==> src/logic/pmi_regs.svh <==
// register offsets, field positions, reset values and frame counts
`ifndef PMI_REGS_SVH
`define PMI_REGS_SVH
`define PMI_REG_IRQ_EN 5'h12
`define PMI_REG_IRQ_ST 5'h13
`define PMI_REG_LED_CTL 5'h16
`define PMI_REG_SPEC_CTL 5'h19
`define PMI_IRQ_EN_RST 16'h0000
`define PMI_IRQ_ST_RST 16'h0000
`define PMI_LED_CTL_RST 16'h0000
`define PMI_SPEC_CTL_RST 16'h0000
`define PMI_IRQ_IMPL 16'h7FD3
`define PMI_ROUTE_LSB 8
`define PMI_ROUTE_MSB 11
`define PMI_ROUTE_IRQ 4'hE
`define PMI_POL_BIT 14
`define PMI_OP_RD 2'h2
`define PMI_OP_WR 2'h1
`define PMI_HDR_LAST 4'hB
`define PMI_TA_LAST 4'h1
`define PMI_DATA_LAST 4'hF
`endif

==> src/logic/pmi_pkg.sv <==
// types shared by the management serial block
package pmi_pkg;
    typedef enum logic [2:0] {
        ST_IDLE,
        ST_START,
        ST_HDR,
        ST_TA,
        ST_DATA
    } pmi_state_t;
endpackage

==> src/logic/pmi_top.sv <==
// management serial slave with latched interrupt status and indicator routing
//
// What this block does
// RULE1 - the station supplies the management clock at any rate from static up to 8.33 MHz.
// RULE2 - the data line is two-way and each bit moves with the management clock.
// RULE3 - the internal registers are reached only over the two-wire management link.
// RULE4 - frame: 01, opcode 10 read or 01 write, two addresses, turnaround, 16 data bits, idle.
// RULE5 - frames without preamble are always accepted.
// RULE6 - the station leaves at least one idle bit between operations.
// RULE7 - routing field 1110 in the LED control register puts the interrupt on indicator pin two.
// RULE8 - bit 14 of the specific control register selects the interrupt's active level.
// RULE9 - the enable register holds enables for bits 14..6, 4, 1 and 0.
// RULE10 - an event sets its status bit whatever its enable.
// RULE11 - status bits stay set until the status register is read, which clears them.
// RULE12 - the pin is asserted while routed and some status bit has its enable set.
// RULE13 - the pin drops when the status read clears the bits or when the enables are written off.
// RULE14 - frames for another device address are ignored and the line is not driven.
// RULE15 - bits are sampled on the rising clock edge; read data changes only after that edge.
`timescale 1ns/1ps
`include "pmi_regs.svh"
module pmi_top (
    // clock and reset
    input wire logic clock,
    input wire logic nrst,
    // management link
    input wire logic mdc_in,
    input wire logic mdio_in,
    output logic mdio_out,
    output logic mdio_oe_n,
    // configured device address
    input wire logic [4:0] dev_addr,
    // event pulses, one per status bit
    input wire logic [15:0] irq_event,
    // normal indication and pin output
    input wire logic led_two_normal,
    output logic indicator_pin_two
);

////////////////////////////////////////////////////////////////////////////////
// input synchronisers

    logic mdc_s1_r;
    logic mdc_s2_r;
    logic mdc_d_r;
    logic dio_s1_r;
    logic dio_s2_r;
    logic [4:0] adr_s1_r;
    logic [4:0] adr_s2_r;
    logic led_s1_r;
    logic led_s2_r;
    logic mdc_rise;

    always_ff @(posedge clock or negedge nrst) begin
        if (!nrst) begin
            mdc_s1_r <= 1'h0;
            mdc_s2_r <= 1'h0;
            mdc_d_r <= 1'h0;
            dio_s1_r <= 1'h1;
            dio_s2_r <= 1'h1;
            adr_s1_r <= 5'h00;
            adr_s2_r <= 5'h00;
            led_s1_r <= 1'h0;
            led_s2_r <= 1'h0;
        end else begin
            mdc_s1_r <= mdc_in;
            mdc_s2_r <= mdc_s1_r;
            mdc_d_r <= mdc_s2_r;
            dio_s1_r <= mdio_in;
            dio_s2_r <= dio_s1_r;
            adr_s1_r <= dev_addr;
            adr_s2_r <= adr_s1_r;
            led_s1_r <= led_two_normal;
            led_s2_r <= led_s1_r;
        end
    end

    // any clock rate works while its high and low phases each last longer than a system clock, the edge is found by oversampling
    assign mdc_rise = mdc_s2_r & ~mdc_d_r; // RULE15 RULE1

////////////////////////////////////////////////////////////////////////////////
// frame receiver

    pmi_pkg::pmi_state_t state_r;
    logic [3:0] cnt_r;
    logic [11:0] hdr_r;
    logic [15:0] din_r;
    logic hdr_done;
    logic [11:0] hdr_full;
    logic rd_hit;
    logic wr_hit;
    logic wr_commit;

    assign hdr_full = {hdr_r[10:0], dio_s2_r};
    assign hdr_done = mdc_rise && state_r == pmi_pkg::ST_HDR && cnt_r == `PMI_HDR_LAST;

    always_ff @(posedge clock or negedge nrst) begin
        if (!nrst) begin
            state_r <= pmi_pkg::ST_IDLE;
            cnt_r <= 4'h0;
            hdr_r <= 12'h000;
            din_r <= 16'h0000;
        end else if (mdc_rise) begin
            unique case (state_r)
                // no preamble needed: a 0 after idle opens the start pattern
                pmi_pkg::ST_IDLE: begin
                    if (!dio_s2_r) begin
                        state_r <= pmi_pkg::ST_START; // RULE5
                    end
                end
                pmi_pkg::ST_START: begin
                    if (dio_s2_r) begin
                        state_r <= pmi_pkg::ST_HDR; // RULE4
                        cnt_r <= 4'h0;
                    end
                end
                pmi_pkg::ST_HDR: begin
                    hdr_r <= hdr_full;
                    cnt_r <= cnt_r + 4'h1;
                    if (cnt_r == `PMI_HDR_LAST) begin
                        state_r <= pmi_pkg::ST_TA;
                        cnt_r <= 4'h0;
                    end
                end
                pmi_pkg::ST_TA: begin
                    cnt_r <= cnt_r + 4'h1;
                    if (cnt_r == `PMI_TA_LAST) begin
                        state_r <= pmi_pkg::ST_DATA;
                        cnt_r <= 4'h0;
                    end
                end
                pmi_pkg::ST_DATA: begin
                    din_r <= {din_r[14:0], dio_s2_r};
                    cnt_r <= cnt_r + 4'h1;
                    if (cnt_r == `PMI_DATA_LAST) begin
                        state_r <= pmi_pkg::ST_IDLE;
                        cnt_r <= 4'h0;
                    end
                end
            endcase
        end
    end

    // hdr_r: [11:10] opcode, [9:5] device address, [4:0] register address
    assign rd_hit = hdr_full[11:10] == `PMI_OP_RD && hdr_full[9:5] == adr_s2_r; // RULE14
    assign wr_hit = hdr_r[11:10] == `PMI_OP_WR && hdr_r[9:5] == adr_s2_r; // RULE14
    assign wr_commit = mdc_rise && state_r == pmi_pkg::ST_DATA && cnt_r == `PMI_DATA_LAST
        && wr_hit;

////////////////////////////////////////////////////////////////////////////////
// register file

    logic [15:0] irq_en_r;
    logic [15:0] irq_st_r;
    logic [15:0] led_ctl_r;
    logic [15:0] spec_ctl_r;
    logic [15:0] wr_data;
    logic [15:0] rd_mux;
    logic st_clear;

    assign wr_data = {din_r[14:0], dio_s2_r};

    always_comb begin
        unique case (hdr_full[4:0])
            `PMI_REG_IRQ_EN: rd_mux = irq_en_r;
            `PMI_REG_IRQ_ST: rd_mux = irq_st_r;
            `PMI_REG_LED_CTL: rd_mux = led_ctl_r;
            `PMI_REG_SPEC_CTL: rd_mux = spec_ctl_r;
            default: rd_mux = 16'h0000;
        endcase
    end

    assign st_clear = hdr_done && rd_hit && hdr_full[4:0] == `PMI_REG_IRQ_ST; // RULE11

    always_ff @(posedge clock or negedge nrst) begin
        if (!nrst) begin
            irq_en_r <= `PMI_IRQ_EN_RST;
            led_ctl_r <= `PMI_LED_CTL_RST;
            spec_ctl_r <= `PMI_SPEC_CTL_RST;
        end else if (wr_commit) begin
            unique case (hdr_r[4:0])
                `PMI_REG_IRQ_EN: irq_en_r <= wr_data & `PMI_IRQ_IMPL; // RULE9 RULE3
                `PMI_REG_LED_CTL: led_ctl_r <= wr_data;
                `PMI_REG_SPEC_CTL: spec_ctl_r <= wr_data;
                default: irq_en_r <= irq_en_r;
            endcase
        end
    end

    // an event in the clearing cycle survives the clear
    always_ff @(posedge clock or negedge nrst) begin
        if (!nrst) begin
            irq_st_r <= `PMI_IRQ_ST_RST;
        end else begin
            irq_st_r <= ((st_clear ? 16'h0000 : irq_st_r) | irq_event) // RULE10 RULE11
                & `PMI_IRQ_IMPL;
        end
    end

////////////////////////////////////////////////////////////////////////////////
// read data driver

    logic [15:0] dout_r;
    logic rd_act_r;

    always_ff @(posedge clock or negedge nrst) begin
        if (!nrst) begin
            dout_r <= 16'h0000;
            rd_act_r <= 1'h0;
            mdio_out <= 1'h1;
            mdio_oe_n <= 1'h1;
        end else if (mdc_rise) begin
            if (hdr_done) begin
                // first turnaround bit stays released
                dout_r <= rd_mux;
                rd_act_r <= rd_hit; // RULE14
            end else if (state_r == pmi_pkg::ST_TA && cnt_r == 4'h0 && rd_act_r) begin
                mdio_out <= 1'h0; // RULE4 RULE2
                mdio_oe_n <= 1'h0;
            end else if (state_r == pmi_pkg::ST_TA && rd_act_r) begin
                mdio_out <= dout_r[15]; // RULE15
                dout_r <= {dout_r[14:0], 1'h0};
            end else if (state_r == pmi_pkg::ST_DATA && rd_act_r) begin
                if (cnt_r == `PMI_DATA_LAST) begin
                    mdio_out <= 1'h1;
                    mdio_oe_n <= 1'h1;
                    rd_act_r <= 1'h0;
                end else begin
                    mdio_out <= dout_r[15]; // RULE15
                    dout_r <= {dout_r[14:0], 1'h0};
                end
            end
        end
    end

////////////////////////////////////////////////////////////////////////////////
// interrupt routing

    logic irq_pend;
    logic routed;

    assign irq_pend = |(irq_st_r & irq_en_r); // RULE12 RULE13
    assign routed = led_ctl_r[`PMI_ROUTE_MSB:`PMI_ROUTE_LSB] == `PMI_ROUTE_IRQ; // RULE7

    always_ff @(posedge clock or negedge nrst) begin
        if (!nrst) begin
            indicator_pin_two <= 1'h0;
        end else if (routed) begin
            indicator_pin_two <= irq_pend ~^ spec_ctl_r[`PMI_POL_BIT]; // RULE8 RULE12
        end else begin
            indicator_pin_two <= led_s2_r; // RULE7
        end
    end

endmodule

==> config.mk <==
export PLATFORM = sky130hd
export DESIGN_NAME = pmi_top
export DESIGN_NICKNAME = d
export VERILOG_FILES = /design/src/logic/pmi_pkg.sv /design/src/logic/pmi_top.sv
export VERILOG_INCLUDE_DIRS = /design/src /design/src/logic
export SDC_FILE = /design/constraint.sdc
export NUM_CORES = 1
export LEC_CHECK = 0
export ABC_AREA = 1
export BUFFER_PORTS_ARGS = -buffer_cell sky130_fd_sc_hd__buf_4
export CAP_MARGIN = 25
export CORE_MARGIN = 2
export CORE_UTILIZATION = 61
export DETAILED_ROUTE_END_ITERATION = 8
export PLACE_DENSITY_LB_ADDON = 0.25
export SLEW_MARGIN = 20
export SYNTH_ARGS = -nofsm -noshare
export SYNTH_HDL_FRONTEND = slang
export SYNTH_SLANG_ARGS = --single-unit
==> constraint.sdc <==
create_clock -name clock -period 2 [get_ports clock]
set_input_delay 0.2 -clock clock [delete_from_list [all_inputs] [get_ports clock]]
set_output_delay 0.2 -clock clock [all_outputs]
set_load 0.01 [all_outputs]
# Yosys cells after proc, flatten, opt, wreduce, memory -nomap -nowiden
# Cells that the tools add are included.
word_totals:
  wordCells: 123
  ff_bits: 127
classes:
  reduce_logical: 34
  addsub: 1
  mux: 32
  eq_ne: 28
  n_bitwise: 6
op_table:
  columns: ["operator", "n"]
  rows:
  - ["2-to-1 mux 16 bit", 5]
  - ["one-hot mux 16 bit (4 select lines)", 1]
  - ["equality test 5 bit (second input constant)", 7]
  - ["2-to-1 mux 4 bit", 4]
  - ["one-hot mux 4 bit (4 select lines)", 1]
  - ["OR reduction 16 bit", 1]
  - ["AND 15 bit", 1]
  - ["2-to-1 mux 15 bit", 1]
  - ["2-to-1 mux 3 bit", 5]
  - ["OR 15 bit", 1]
  - ["one-hot mux 3 bit (5 select lines)", 1]
  - ["2-to-1 mux 1 bit", 14]
  - ["inequality test 2 bit (second input constant)", 7]
  - ["logical AND 1 bit", 13]
  - ["equality test 4 bit (second input constant)", 3]
  - ["equality test 5 bit", 2]
  - ["AND reduction 2 bit", 5]
  - ["AND reduction 5 bit", 2]
  - ["nonzero test 2 bit", 4]
  - ["equality test 3 x 2 -> 1 bit (second input constant)", 2]
  - ["AND reduction 3 bit", 2]
  - ["AND reduction 6 bit", 1]
  - ["nonzero test 3 bit", 2]
  - ["adder 4 x 1 -> 4 bit (second input constant)", 1]
  - ["14 further kinds", 15]

# Logic depth before layout (Yosys ltp)
# Gate-level depths: netlist (run 1).
logic_depth:
  depth_word: 8
  ltp_mapped: 11
  ltp_nobuf: 10

# Least setup slack after synthesis (run 1)
# OpenSTA, ideal clock, no wires.
synth_path:
  kind: "register to register"
  startpoint: "register cnt_r[0]"
  endpoint: "register spec_ctl_r[14]"
  required_time_ps: 1882
  setup_ps: 118
  path_buffers: 1
  path_stages_with_launch: 10
  setup_slack_ps: 435
  arrival_time_ps: 1447
  cell_sequence: "dfrtp_1 ha_1 nand2_1 nor2_2 nand2_1 nor2_2 nand4_1 buf_2 nand2_1 o21ai_2"
synth_between:
  elab_chain_len: 4
synth_rtl:
  columns: ["item", "line_no", "text"]
  rows:
  - ["from (decl)", "pmi_top.sv:84", "logic [3:0] cnt_r;"]
  - ["from (signal assigned)", "pmi_top.sv:118", "cnt_r <= cnt_r + 4'h1;"]
  - ["from (signal assigned)", "pmi_top.sv:125", "cnt_r <= cnt_r + 4'h1;"]
  - ["from (signal assigned)", "pmi_top.sv:133", "cnt_r <= cnt_r + 4'h1;"]
  - ["equality test 4 bit (no line)", null, null]
  - ["logical AND 1 bit (no line)", null, null]
  - ["logical AND 1 bit", "pmi_top.sv:146", "assign wr_commit = mdc_rise && state_r == pmi_pkg::ST_DATA && cnt_r == `PMI_DATA_LAST"]
  - ["AND reduction 2 bit (no line)", null, null]
  - ["to (signal assigned)", "pmi_top.sv:178", "spec_ctl_r <= `PMI_SPEC_CTL_RST;"]
  - ["to (signal assigned)", "pmi_top.sv:183", "`PMI_REG_SPEC_CTL: spec_ctl_r <= wr_data;"]
  - ["to (decl)", "pmi_top.sv:155", "logic [15:0] spec_ctl_r;"]
# No other way between the ends.
# A chain may end at the register's enable or synchronous reset.

# Final worst setup path (run 1)
layout_path:
  startpoint: "register dio_s2_r"
  endpoint: "register dout_r[5]"
layout_between:
  elab_chain_len: 3
  elab_cells_between_ends: 6
layout_rtl:
  columns: ["item", "line_no", "text"]
  rows:
  - ["from (decl)", "pmi_top.sv:46", "logic dio_s2_r;"]
  - ["from (signal assigned)", "pmi_top.sv:69", "dio_s2_r <= dio_s1_r;"]
  - ["equality test 5 bit", "pmi_top.sv:163", "unique case (hdr_full[4:0])"]
  - ["one-hot mux 16 bit (4 select lines) (*)", "pmi_top.sv:163", null]
  - ["2-to-1 mux 16 bit (*)", "pmi_top.sv:212", "if (hdr_done) begin"]
  - ["to (signal assigned)", "pmi_top.sv:214", "dout_r <= rd_mux;"]
  - ["to (signal assigned)", "pmi_top.sv:221", "dout_r <= {dout_r[14:0], 1'h0};"]
  - ["to (signal assigned)", "pmi_top.sv:229", "dout_r <= {dout_r[14:0], 1'h0};"]
  - ["to (decl)", "pmi_top.sv:202", "logic [15:0] dout_r;"]
# Every way passes the cells marked *; elsewhere a longest branch is shown, timed or not.

==> metrics.txt, run 1 <==
status completed; Synthesis Warnings 0; Via density 5.67; height of the die ~100 µm; design area 7320 µm²; Post-synth EDFFs 0; Max Cap Violations 0; dominant cell type by area after synthesis dfrtp_1; Post-CTS Setup Repair Bufs 0; Crit. End Element flip-flop; Synth area leaders dfrtp_1, nand2_1, nor2_1; Synth Net Count ~800; Setup WS post-layout roughly 0.10 ns; PwrDens 980 nW/µm²; clock sinks 127; routed length per instance 15.3 µm; normalized max-slew margin 0.539; Static Leak 0.00363 µW; Worst R2R Start dio_s2_r; first-pass GRT wire length 24900 µm; CTS tree built; syn_area_per_cell 8.03 µm²; CTS buffer count 17; number of global-route vias before repair 5296; kind of cell adding the most delay to the critical path simple AND/OR/NAND/NOR gates; Final period util 0.948; crit path cell chain nand2_1 > nor2_4 > nand2_1 > a21oi_1 > o21ai_1 > nand2_1; antenna cell count 0; slowest stage cell on the critical path dfstp_2; synthesized area 6150 µm²; WL final 14700 µm; Netlist cell types 37; Buffers & Inverters on Critical Path 0; prevailing post-synth register cell dfrtp_1; post-synthesis cell count 766; worst setup path start dio_s2_r; WP depth 6; drt first pass iters 6; fin nets 843; unrepaired setup endpoints after global routing no; CTS clock-pin slew for the worst setup and hold paths 0.06 ns; hold slack 0.196 ns; total power between 7000 and 8000 µW; Comb pwr share 0.151; sequential fraction of the synthesis area 0.518; switch share 0.287; P_int 5120 µW; CP Max Fanout 16; pin count of the biggest net entering global routing 47; worst slack at placement 0.0782 ns; layout cells sized above 1 0.150; port bufs 24; total global-route track usage 0.288; crit path kind flip-flop to flip-flop; Worst R2R Path Depth 6; fin. max-slew vios 0; clk_lat worst skew 0.54 ns; Clk pwr share 0.437; most common cell after layout, fill and taps aside nand2_1; Worst-Margin Slew between 0.6 and 0.7 ns; HP Class input port to async pin; Worst Clk Skew 0.00552 ns; CTS root buf clkbuf_8; Max VDD drop between 0.0008 and 0.0009 V; minimum clock period between 1.5 and 2 ns; antenna violations before repair 0; most frequent cells in the layout nand2_1, dfrtp_1, nor2_1; Die W roughly 100 µm; vias around 5400; Data arrival, critical path 2.37 ns; Critical Path Source Type flip-flop; fmax 528 MHz; Congestion Overflow GR 0; Critical Path RT roughly 2.5 ns; Area growth, synth to finish 19.1%; slowest stage delay, CP 0.64 ns; most frequent CP cell nand2_1; initial drt markers 455; floorplan core area 9770 µm²; Cell Rows 36; Final HPWL DP 9520 µm; Setup violations, final 0; drc violations 0; Sw Pwr around 2000 µW; Clock Tree Buf Depth 2; setup TNS 0 ns; Ports 29; Seq pwr share 0.412; post-detailed-route count of antenna-violating nets 0; Starting Density 0.629; asr flop ratio synth 1.00; H-tree levels 4; routability congestion estimate around 0.84; Area after DPL about 6500 µm²; flops & latches, synth 127; endpoints failing hold 0; Yosys top cell area share 0.501; die area 10900 µm²
## Yosys cell counts (6+ instances only)
cell type,count
nand2_1,254
dfrtp_1,123
nor2_1,79
inv_1,58
nand3_1,54
nand4_1,46
o21ai_0,32
buf_2,13
inv_2,13
o21ai_1,13
o21ai_2,10
clkbuf_1,9
a21oi_1,8
nor2_4,7
buf_4,6
## path summary, 6_finish.rpt
check                         endpoint  slack [ns]
min                            mdc_d_r        0.20
min reg2reg                adr_s2_r[1]        0.34
min in group clock         adr_s1_r[1]        0.31
max in group asynchronous    mdio_oe_n        1.15
max reg2reg                  dout_r[5]        0.10
max                          dout_r[5]        0.10
## worst reg2reg max path: cells and delay by family (launching register included)
family | cells | cell delay [ns]
simple gates | 4 | 0.77
flops | 1 | 0.64
compound gates | 2 | 0.43
## metrics by stage
| step | std cells | util |
|---|---|---|
| after global routing | 959 | 0.749 |
| after detailed placement | 907 | 0.663 |
| after floorplan | 766 | - |
| after global placement | 907 | 0.663 |
| after CTS | 959 | 0.747 |
| final | 959 | 0.749 |
## registers in the layout, summed over array words and instances, names as in the netlist, 3 cells and up
name / count
state_r: 3
adr_s1_r: 5
adr_s2_r: 5
cnt_r: 4
irq_en_r: 12
irq_st_r: 12
hdr_r: 12
din_r: 15
dout_r: 16
led_ctl_r: 16
spec_ctl_r: 16
## cell families (layout without fill, tap and decap cells)
kind of cell               after synthesis  count (layout)  share of synthesized area
AOI/OAI and AO/OA                       68              68                     0.0633
xor gates and xnor gates                 5               5                    0.00712
and+or+nand+nor                        458             458                      0.331
buffers and inverters                  105             165                     0.0747
DFF                                    127             127                      0.518
adders and majority gates                3               3                    0.00610
## power groups by stage
stage | Clock (µW) | Combinational [µW] | Sequential (µW)
floorplan | 0 | 726 | 2940
global placement | 0 | 956 | 2970
detailed placement | 0 | 1020 | 2990
CTS | 3130 | 1070 | 2950
global route | 3280 | 1210 | 2980
finish | 3130 | 1090 | 2960
## area by class of cell
| type | count | area, µm² |
|---|---|---|
| sequential | 127 | 3180 |
| timing repair buffer | 61 | 564 |
| multi-input combinational | 534 | 2530 |
| tap | 133 | 166 |
| fill | 681 | 2450 |
| clock inverter | 10 | 135 |
| clock buffer | 21 | 469 |
| inverter | 73 | 278 |
## layer usage
layer  global-route usage  vias up  share of wire
li1                     -     2551              -
met1                0.375     2577           0.42
met2                0.466      263           0.48
met3               0.0796       46          0.079
met4               0.0975        0          0.024
met5                    0        -              0
## repair_timing
| action | CTS | global route |
|---|---|---|
| hold buffers | 21 | 0 |
| setup endpoints to repair | 0 | 40 |
| gates resized for setup | 0 | 5 |
| endpoints found under the hold margin | 56 | 0 |
(Power assumes the default switching activity.)
==> run 2: changes to the inputs <==
--- a/config.mk
+++ b/config.mk
@@ -9,10 +9,12 @@
 export ABC_AREA = 1
 export BUFFER_PORTS_ARGS = -buffer_cell sky130_fd_sc_hd__buf_4
 export CAP_MARGIN = 25
+export CELL_PAD_IN_SITES_DETAIL_PLACEMENT = 2
+export CELL_PAD_IN_SITES_GLOBAL_PLACEMENT = 2
 export CORE_MARGIN = 2
-export CORE_UTILIZATION = 61
+export CORE_UTILIZATION = 37
 export DETAILED_ROUTE_END_ITERATION = 8
-export PLACE_DENSITY_LB_ADDON = 0.25
+export PLACE_DENSITY_LB_ADDON = 0.2
 export SLEW_MARGIN = 20
 export SYNTH_ARGS = -nofsm -noshare
 export SYNTH_HDL_FRONTEND = slang
==> run 2 against run 1 <==
Effect of this change:
- core utilization down 29 points
- clock skew rose by 0.0026 ns
- combinational power grew 12%
- sequential cell count stayed put
- non-clock buffer count is 13 higher
- sequential share of layout area shrank 1.3 points
- total power grew 1.7%
- global-route usage decreased by 5.2 points
- clock-buffer cell count fell by 4
- wire length grew 36%
==> metrics.txt, run 2 (synthesis gave the netlist of run 1 again) <==
status completed; largest registers dout_r x16, led_ctl_r x16, spec_ctl_r x16; Final period util 0.945; worst slack at placement 0.0279 ns; fin. max-slew vios 0; number of global-route vias before repair 6118; Final HPWL DP 13100 µm; first-pass GRT wire length 32700 µm; Buffers & Inverters on Critical Path 2; Ports 29; height of the die 133 µm; minimum clock period 1.89 ns; kind of cell adding the most delay to the critical path simple AND/OR/NAND/NOR gates; Sw Pwr 2320 µW; post-detailed-route count of antenna-violating nets 0; most frequent cells in the layout nand2_1, dfrtp_1, nor2_1; Clk pwr share 0.426; Via density ~5.2; crit path cell chain ha_4 > nand2_1 > nor2_4 > nand2_1 > nor2_4 > nand4_1 > buf_4 > buf_4 > nand2_1 > o21ai_2; WL final 19900 µm; Crit. End Element flip-flop; crit path kind flip-flop to flip-flop; pin count of the biggest net entering global routing 54; Data arrival, critical path 2.20 ns; P_int 4980 µW; Clock Tree Buf Depth 2; clock sinks 127; antenna cell count 0; drt first pass iters 4; HP Class input port to async pin; Static Leak 0.00368 µW; antenna violations before repair 0; routed length per instance 18.8 µm; fmax 529 MHz; port bufs 24; CTS clock-pin slew for the worst setup and hold paths 0.06 ns; most common cell after layout, fill and taps aside nand2_1; fin nets between 800 and 900; Seq pwr share 0.407; most frequent CP cell nand2_1; CTS tree built; Setup violations, final 0; CTS buffer count 17; slowest stage cell on the critical path dfrtp_1; Worst-Margin Slew a little under 0.6 ns; layout cells sized above 1 0.165; switch share 0.318; Comb pwr share 0.167; Area after DPL 6630 µm²; drc violations 0; die area ~18000 µm²; endpoints failing hold 0; unrepaired setup endpoints after global routing no; hold slack 0.312 ns; normalized max-slew margin 0.614; slowest stage delay, CP 0.43 ns; Worst R2R Start cnt_r[0]; initial drt markers between 200 and 250; routability congestion estimate ~0.84; Area growth, synth to finish 22.8%; Die W 133 µm; Critical Path RT 2.31 ns; R2R setup slack ~0.11 ns; design area 7550 µm²; CP Max Fanout 11; setup TNS 0 ns; Max VDD drop around 0.00061 V; Congestion Overflow GR 0; clk_lat worst skew about 0.43 ns; vias 5471; floorplan core area about 16000 µm²; Max Cap Violations 0; placed cells 999; worst setup path start cnt_r[0]; Worst Clk Skew 0.00813 ns; Setup WS post-layout about 0.11 ns; total global-route track usage 0.236; Starting Density 0.375; H-tree levels 4; Cell Rows 47; Critical Path Source Type flip-flop; PwrDens 967 nW/µm²; CTS root buf clkbuf_16; Layout Cells excl Fill ~1100
run 2: final cells by class:
type / instances / area [µm²]
Fill cell: 1790 / 8860
Inverter: 73 / 278
Sequential cell: 127 / 3180
Tap cell: 220 / 275
Timing Repair Buffer: 74 / 679
Multi-Input combinational cell: 534 / 2550
Clock inverter: 15 / 163
Clock buffer: 17 / 425
run 2: repair_timing:
item | 4_1_cts | 5_1_grt
endpoints found under the setup margin | 0 | 74
endpoints found under the hold margin | 55 | 0
resized for setup | 0 | 12
hold buffers | 21 | 0
buffers inserted | 0 | 6
run 2: worst register-to-register path, cell delays in order, from the launching register on:
cell     delay, ns
dfrtp_1       0.43
ha_4          0.17
nand2_1       0.11
nor2_4        0.19
nand2_1       0.11
nor2_4        0.13
nand4_1       0.12
buf_4         0.17
buf_4         0.19
nand2_1       0.10
o21ai_2       0.06
run 2: power by group through the flow:
stage	Clock, µW	Combinational, µW	Sequential, µW
final	3110	1220	2970
after global routing	3290	1360	3000
after floorplan	0	726	2940
after global placement	0	1010	2990
after detailed placement	0	1090	3000
after CTS	3170	1180	2970
run 2: per-stage QoR:
stage	total power, µW	utilization
final	7300	0.460
after global routing	7650	0.460
after CTS	7310	0.453
after detailed placement	4100	0.404
after global placement	4000	0.404
after floorplan	3670	-
run 2: final timing paths:
kind                                   to  cells after the start
max                        spec_ctl_r[14]                     10
min                              cnt_r[2]                      2
max reg2reg                spec_ctl_r[14]                     10
min reg2reg                   adr_s2_r[3]                      0
max in group asynchronous        hdr_r[3]                      3
min in group clock            adr_s2_r[3]                      0
run 2: routing by layer:
layer	wire length, µm	share of wire	vias up	track usage
li1	-	-	2585	-
met1	9020	0.45	2805	0.311
met2	10200	0.51	60	0.402
met3	492	0.025	21	0.0452
met4	238	0.012	0	0.0538
met5	0	0	-	0
==> run 3: changes to the inputs <==
--- a/config.mk
+++ b/config.mk
@@ -6,13 +6,13 @@
 export SDC_FILE = /design/constraint.sdc
 export NUM_CORES = 1
 export LEC_CHECK = 0
-export ABC_AREA = 1
+export ABC_AREA = 0
 export BUFFER_PORTS_ARGS = -buffer_cell sky130_fd_sc_hd__buf_4
 export CAP_MARGIN = 25
 export CELL_PAD_IN_SITES_DETAIL_PLACEMENT = 2
 export CELL_PAD_IN_SITES_GLOBAL_PLACEMENT = 2
 export CORE_MARGIN = 2
-export CORE_UTILIZATION = 37
+export CORE_UTILIZATION = 43
 export DETAILED_ROUTE_END_ITERATION = 8
 export PLACE_DENSITY_LB_ADDON = 0.2
 export SLEW_MARGIN = 20
==> run 3 against run 2 <==
Effect of this change:
- the flow now finishes with violations (negative setup slack)
- critical endpoint is now dout_r[8]
- critical path type unchanged
- critical path depth unchanged
- hold slack worse by 0.0057 ns
- design area up 3.6%
- sequential cell count unchanged
- global-route usage up 14 points
- fmax down 20%
- combinational power up 43%
==> metrics.txt, run 3 <==
initial drt markers 505; synthesized area 5630 µm²; normalized max-slew margin 0.669; WL final 28700 µm; minimum clock period 2.35 ns; Reg2Reg Capture Point dout_r[8]; Synth area leaders dfrtp_1, mux2_2, nor2_1; slowest stage cell on the critical path dfrtp_1; routed length per instance roughly 39 µm; Post-synth EDFFs 0; PwrDens ~1000 nW/µm²; Static Leak 0.00363 µW; Worst R2R Path Depth 10; most frequent cells in the layout dfrtp_1, buf_4, mux2_2; Post-synth top cells dfrtp_1, mux2_2, nor2_1; Setup WS post-layout -0.348 ns; drc violations 0; Area growth, synth to finish 39.0%; most frequent CP cell buf_4; CTS root buf clkbuf_16; most frequent cell after synthesis dfrtp_1; layout cells sized above 1 0.477; status complete, but fails checks; Via density about 6.6; asr flop ratio synth 1.00; routability congestion estimate slightly below 0.8; Critical Path Source Type flip-flop; Clock Tree Buf Depth 2; Data arrival, critical path about 2.7 ns; prevailing post-synth register cell dfrtp_1; Crit. End Element flip-flop; H-tree levels 4; Synthesis Warnings 0; total global-route track usage 0.372; R2R setup slack -0.35 ns; failing checks negative setup slack; syn_area_per_cell 12.6 µm²; unrepaired setup endpoints after global routing yes; floorplan core area about 13000 µm²; dominant cell type by area after synthesis dfrtp_1; sequential fraction of the synthesis area 0.565; Worst-Margin Slew just under 0.5 ns; Cell Rows 41; placed cells 658; Max VDD drop 0.000593 V; most common cell after layout, fill and taps aside dfrtp_1; CTS buffer count 17; CP Max Fanout 13; pin count of the biggest net entering global routing 44; Starting Density 0.443; Worst R2R Start state_r[0]; die area 14000 µm²; vias about 4800; number of global-route vias before repair 5162; fmax 426 MHz; CTS clock-pin slew for the worst setup and hold paths around 0.07 ns; crit path cell chain buf_4 > buf_4 > buf_8 > and4b_2 > a31oi_4 > a21boi_4 > buf_12 > buf_16 > nor2_2 > a21oi_1; fillcell total 1094; antenna cell count 0; Buffers & Inverters on Critical Path 5; Synth Net Count ~480; first-pass GRT wire length about 37000 µm; Final HPWL DP approximately 11000 µm; Yosys top cell area share 0.547; fin. max-slew vios 0; kind of cell adding the most delay to the critical path buffers and inverters; hold slack 0.306 ns; antenna violations before repair 0; drt first pass iters 5; flops & latches, synth 127; Critical Path RT 2.32 ns; height of the die 118 µm; endpoints failing hold 0; largest registers dout_r x16, led_ctl_r x16, spec_ctl_r x16; Layout Cells excl Fill 730; post-detailed-route count of antenna-violating nets 0; Worst Clk Skew 0.0104 ns; Congestion Overflow GR 0; Ports 29; port bufs 24; clock sinks 127; Netlist cell types between 50 and 60; post-synthesis cell count 446; CTS tree built; Setup violations, final 79; Die W 118 µm; HP Class input port to async pin; crit path kind flip-flop to flip-flop; fin nets 574; clk_lat worst skew 0.45 ns; Max Cap Violations 0; slowest stage delay, CP 0.43 ns; Final period util 1.17
-- run 3: cell types whose count changed after synthesis, moves of 13 or more --
| cell | change |
|---|---|
| nor2_1 | -38 |
| o21ai_0 | -21 |
| nand3_1 | -52 |
| mux2_2 | +60 |
| nand2_1 | -239 |
| inv_1 | -51 |
| inv_2 | -13 |
| o21ai_1 | -13 |
| nand4_1 | -43 |
-- run 3: power by group --
| part | internal [µW] | switching, µW |
|---|---|---|
| registers | 2700 | 229 |
| clock network | 2080 | 1390 |
| logic | 707 | 1030 |
| total | 5490 | 2660 |
-- run 3: through the flow --
step	setup WS [ns]	util	power, µW	instance area, µm²	TNS, ns
floorplan	-0.136	-	3460	5720	-2.63
global placement	-0.0718	0.500	3900	6360	-1.85
detailed placement	-0.125	0.500	3990	6360	-5.21
CTS	-0.122	0.592	7630	7530	-4.53
global route	-0.368	0.615	8280	7830	-13.14
finish	-0.348	0.615	8150	7830	-12.39
-- run 3: cell type report --
class	instances	area, µm²	share of cell area
repair buffers	103	1040	0.132
well taps	172	215	0.0275
flip-flops and latches	127	3190	0.407
multi-input cells	289	2740	0.350
clock inverters	14	191	0.0245
clock buffers	18	429	0.0548
inverters	7	26.3	0.00336
-- run 3: kinds of logic (layout without fill, tap and decap cells) --
group           count (synthesis)  in the layout  synth area share
simple gates                  101            102             0.100
mux                            82             82             0.168
fa+ha+maj                       3              3           0.00667
flops                         127            127             0.565
compound gates                 91             91             0.118
buf+inv                        31            142            0.0253
xor+xnor                       11             11            0.0171
-- run 3: worst register-to-register path, cell delays in order (launching register included) --
cell	delay, ns
dfrtp_1	0.43
buf_4	0.16
buf_4	0.13
buf_8	0.12
and4b_2	0.29
a31oi_4	0.18
a21boi_4	0.25
buf_12	0.16
buf_16	0.16
nor2_2	0.06
a21oi_1	0.27
-- run 3: what timing repair did --
item                                    4_1_cts  5_1_grt
buffers inserted                              9        7
endpoints found under the setup margin       72       78
hold buffers                                 21        0
pin swaps                                    25       22
gates cloned                                  5        0
hold endpoints to repair                     45        0
gates resized for setup                      40       63
-- run 3: worst max path at each step --
stage	startpoint	end	depth (start not counted)
4_1_cts	cnt_r[1]	led_ctl_r[2]	7
2_1_floorplan	cnt_r[0]	led_ctl_r[10]	7
5_1_grt	state_r[0]	dout_r[8]	10
6_report	state_r[0]	dout_r[8]	10
3_3_place_gp	cnt_r[1]	led_ctl_r[12]	7
3_5_place_dp	cnt_r[1]	spec_ctl_r[4]	7
-- run 3: routing by layer --
layer / vias to the layer above / wire length [µm] / global-route usage
met2: 307 / 14200 / 0.620
met3: 127 / 1940 / 0.0825
met4: 0 / 1830 / 0.190
met1: 2567 / 10800 / 0.454
met5: - / 0 / 0
li1: 1820 / - / -
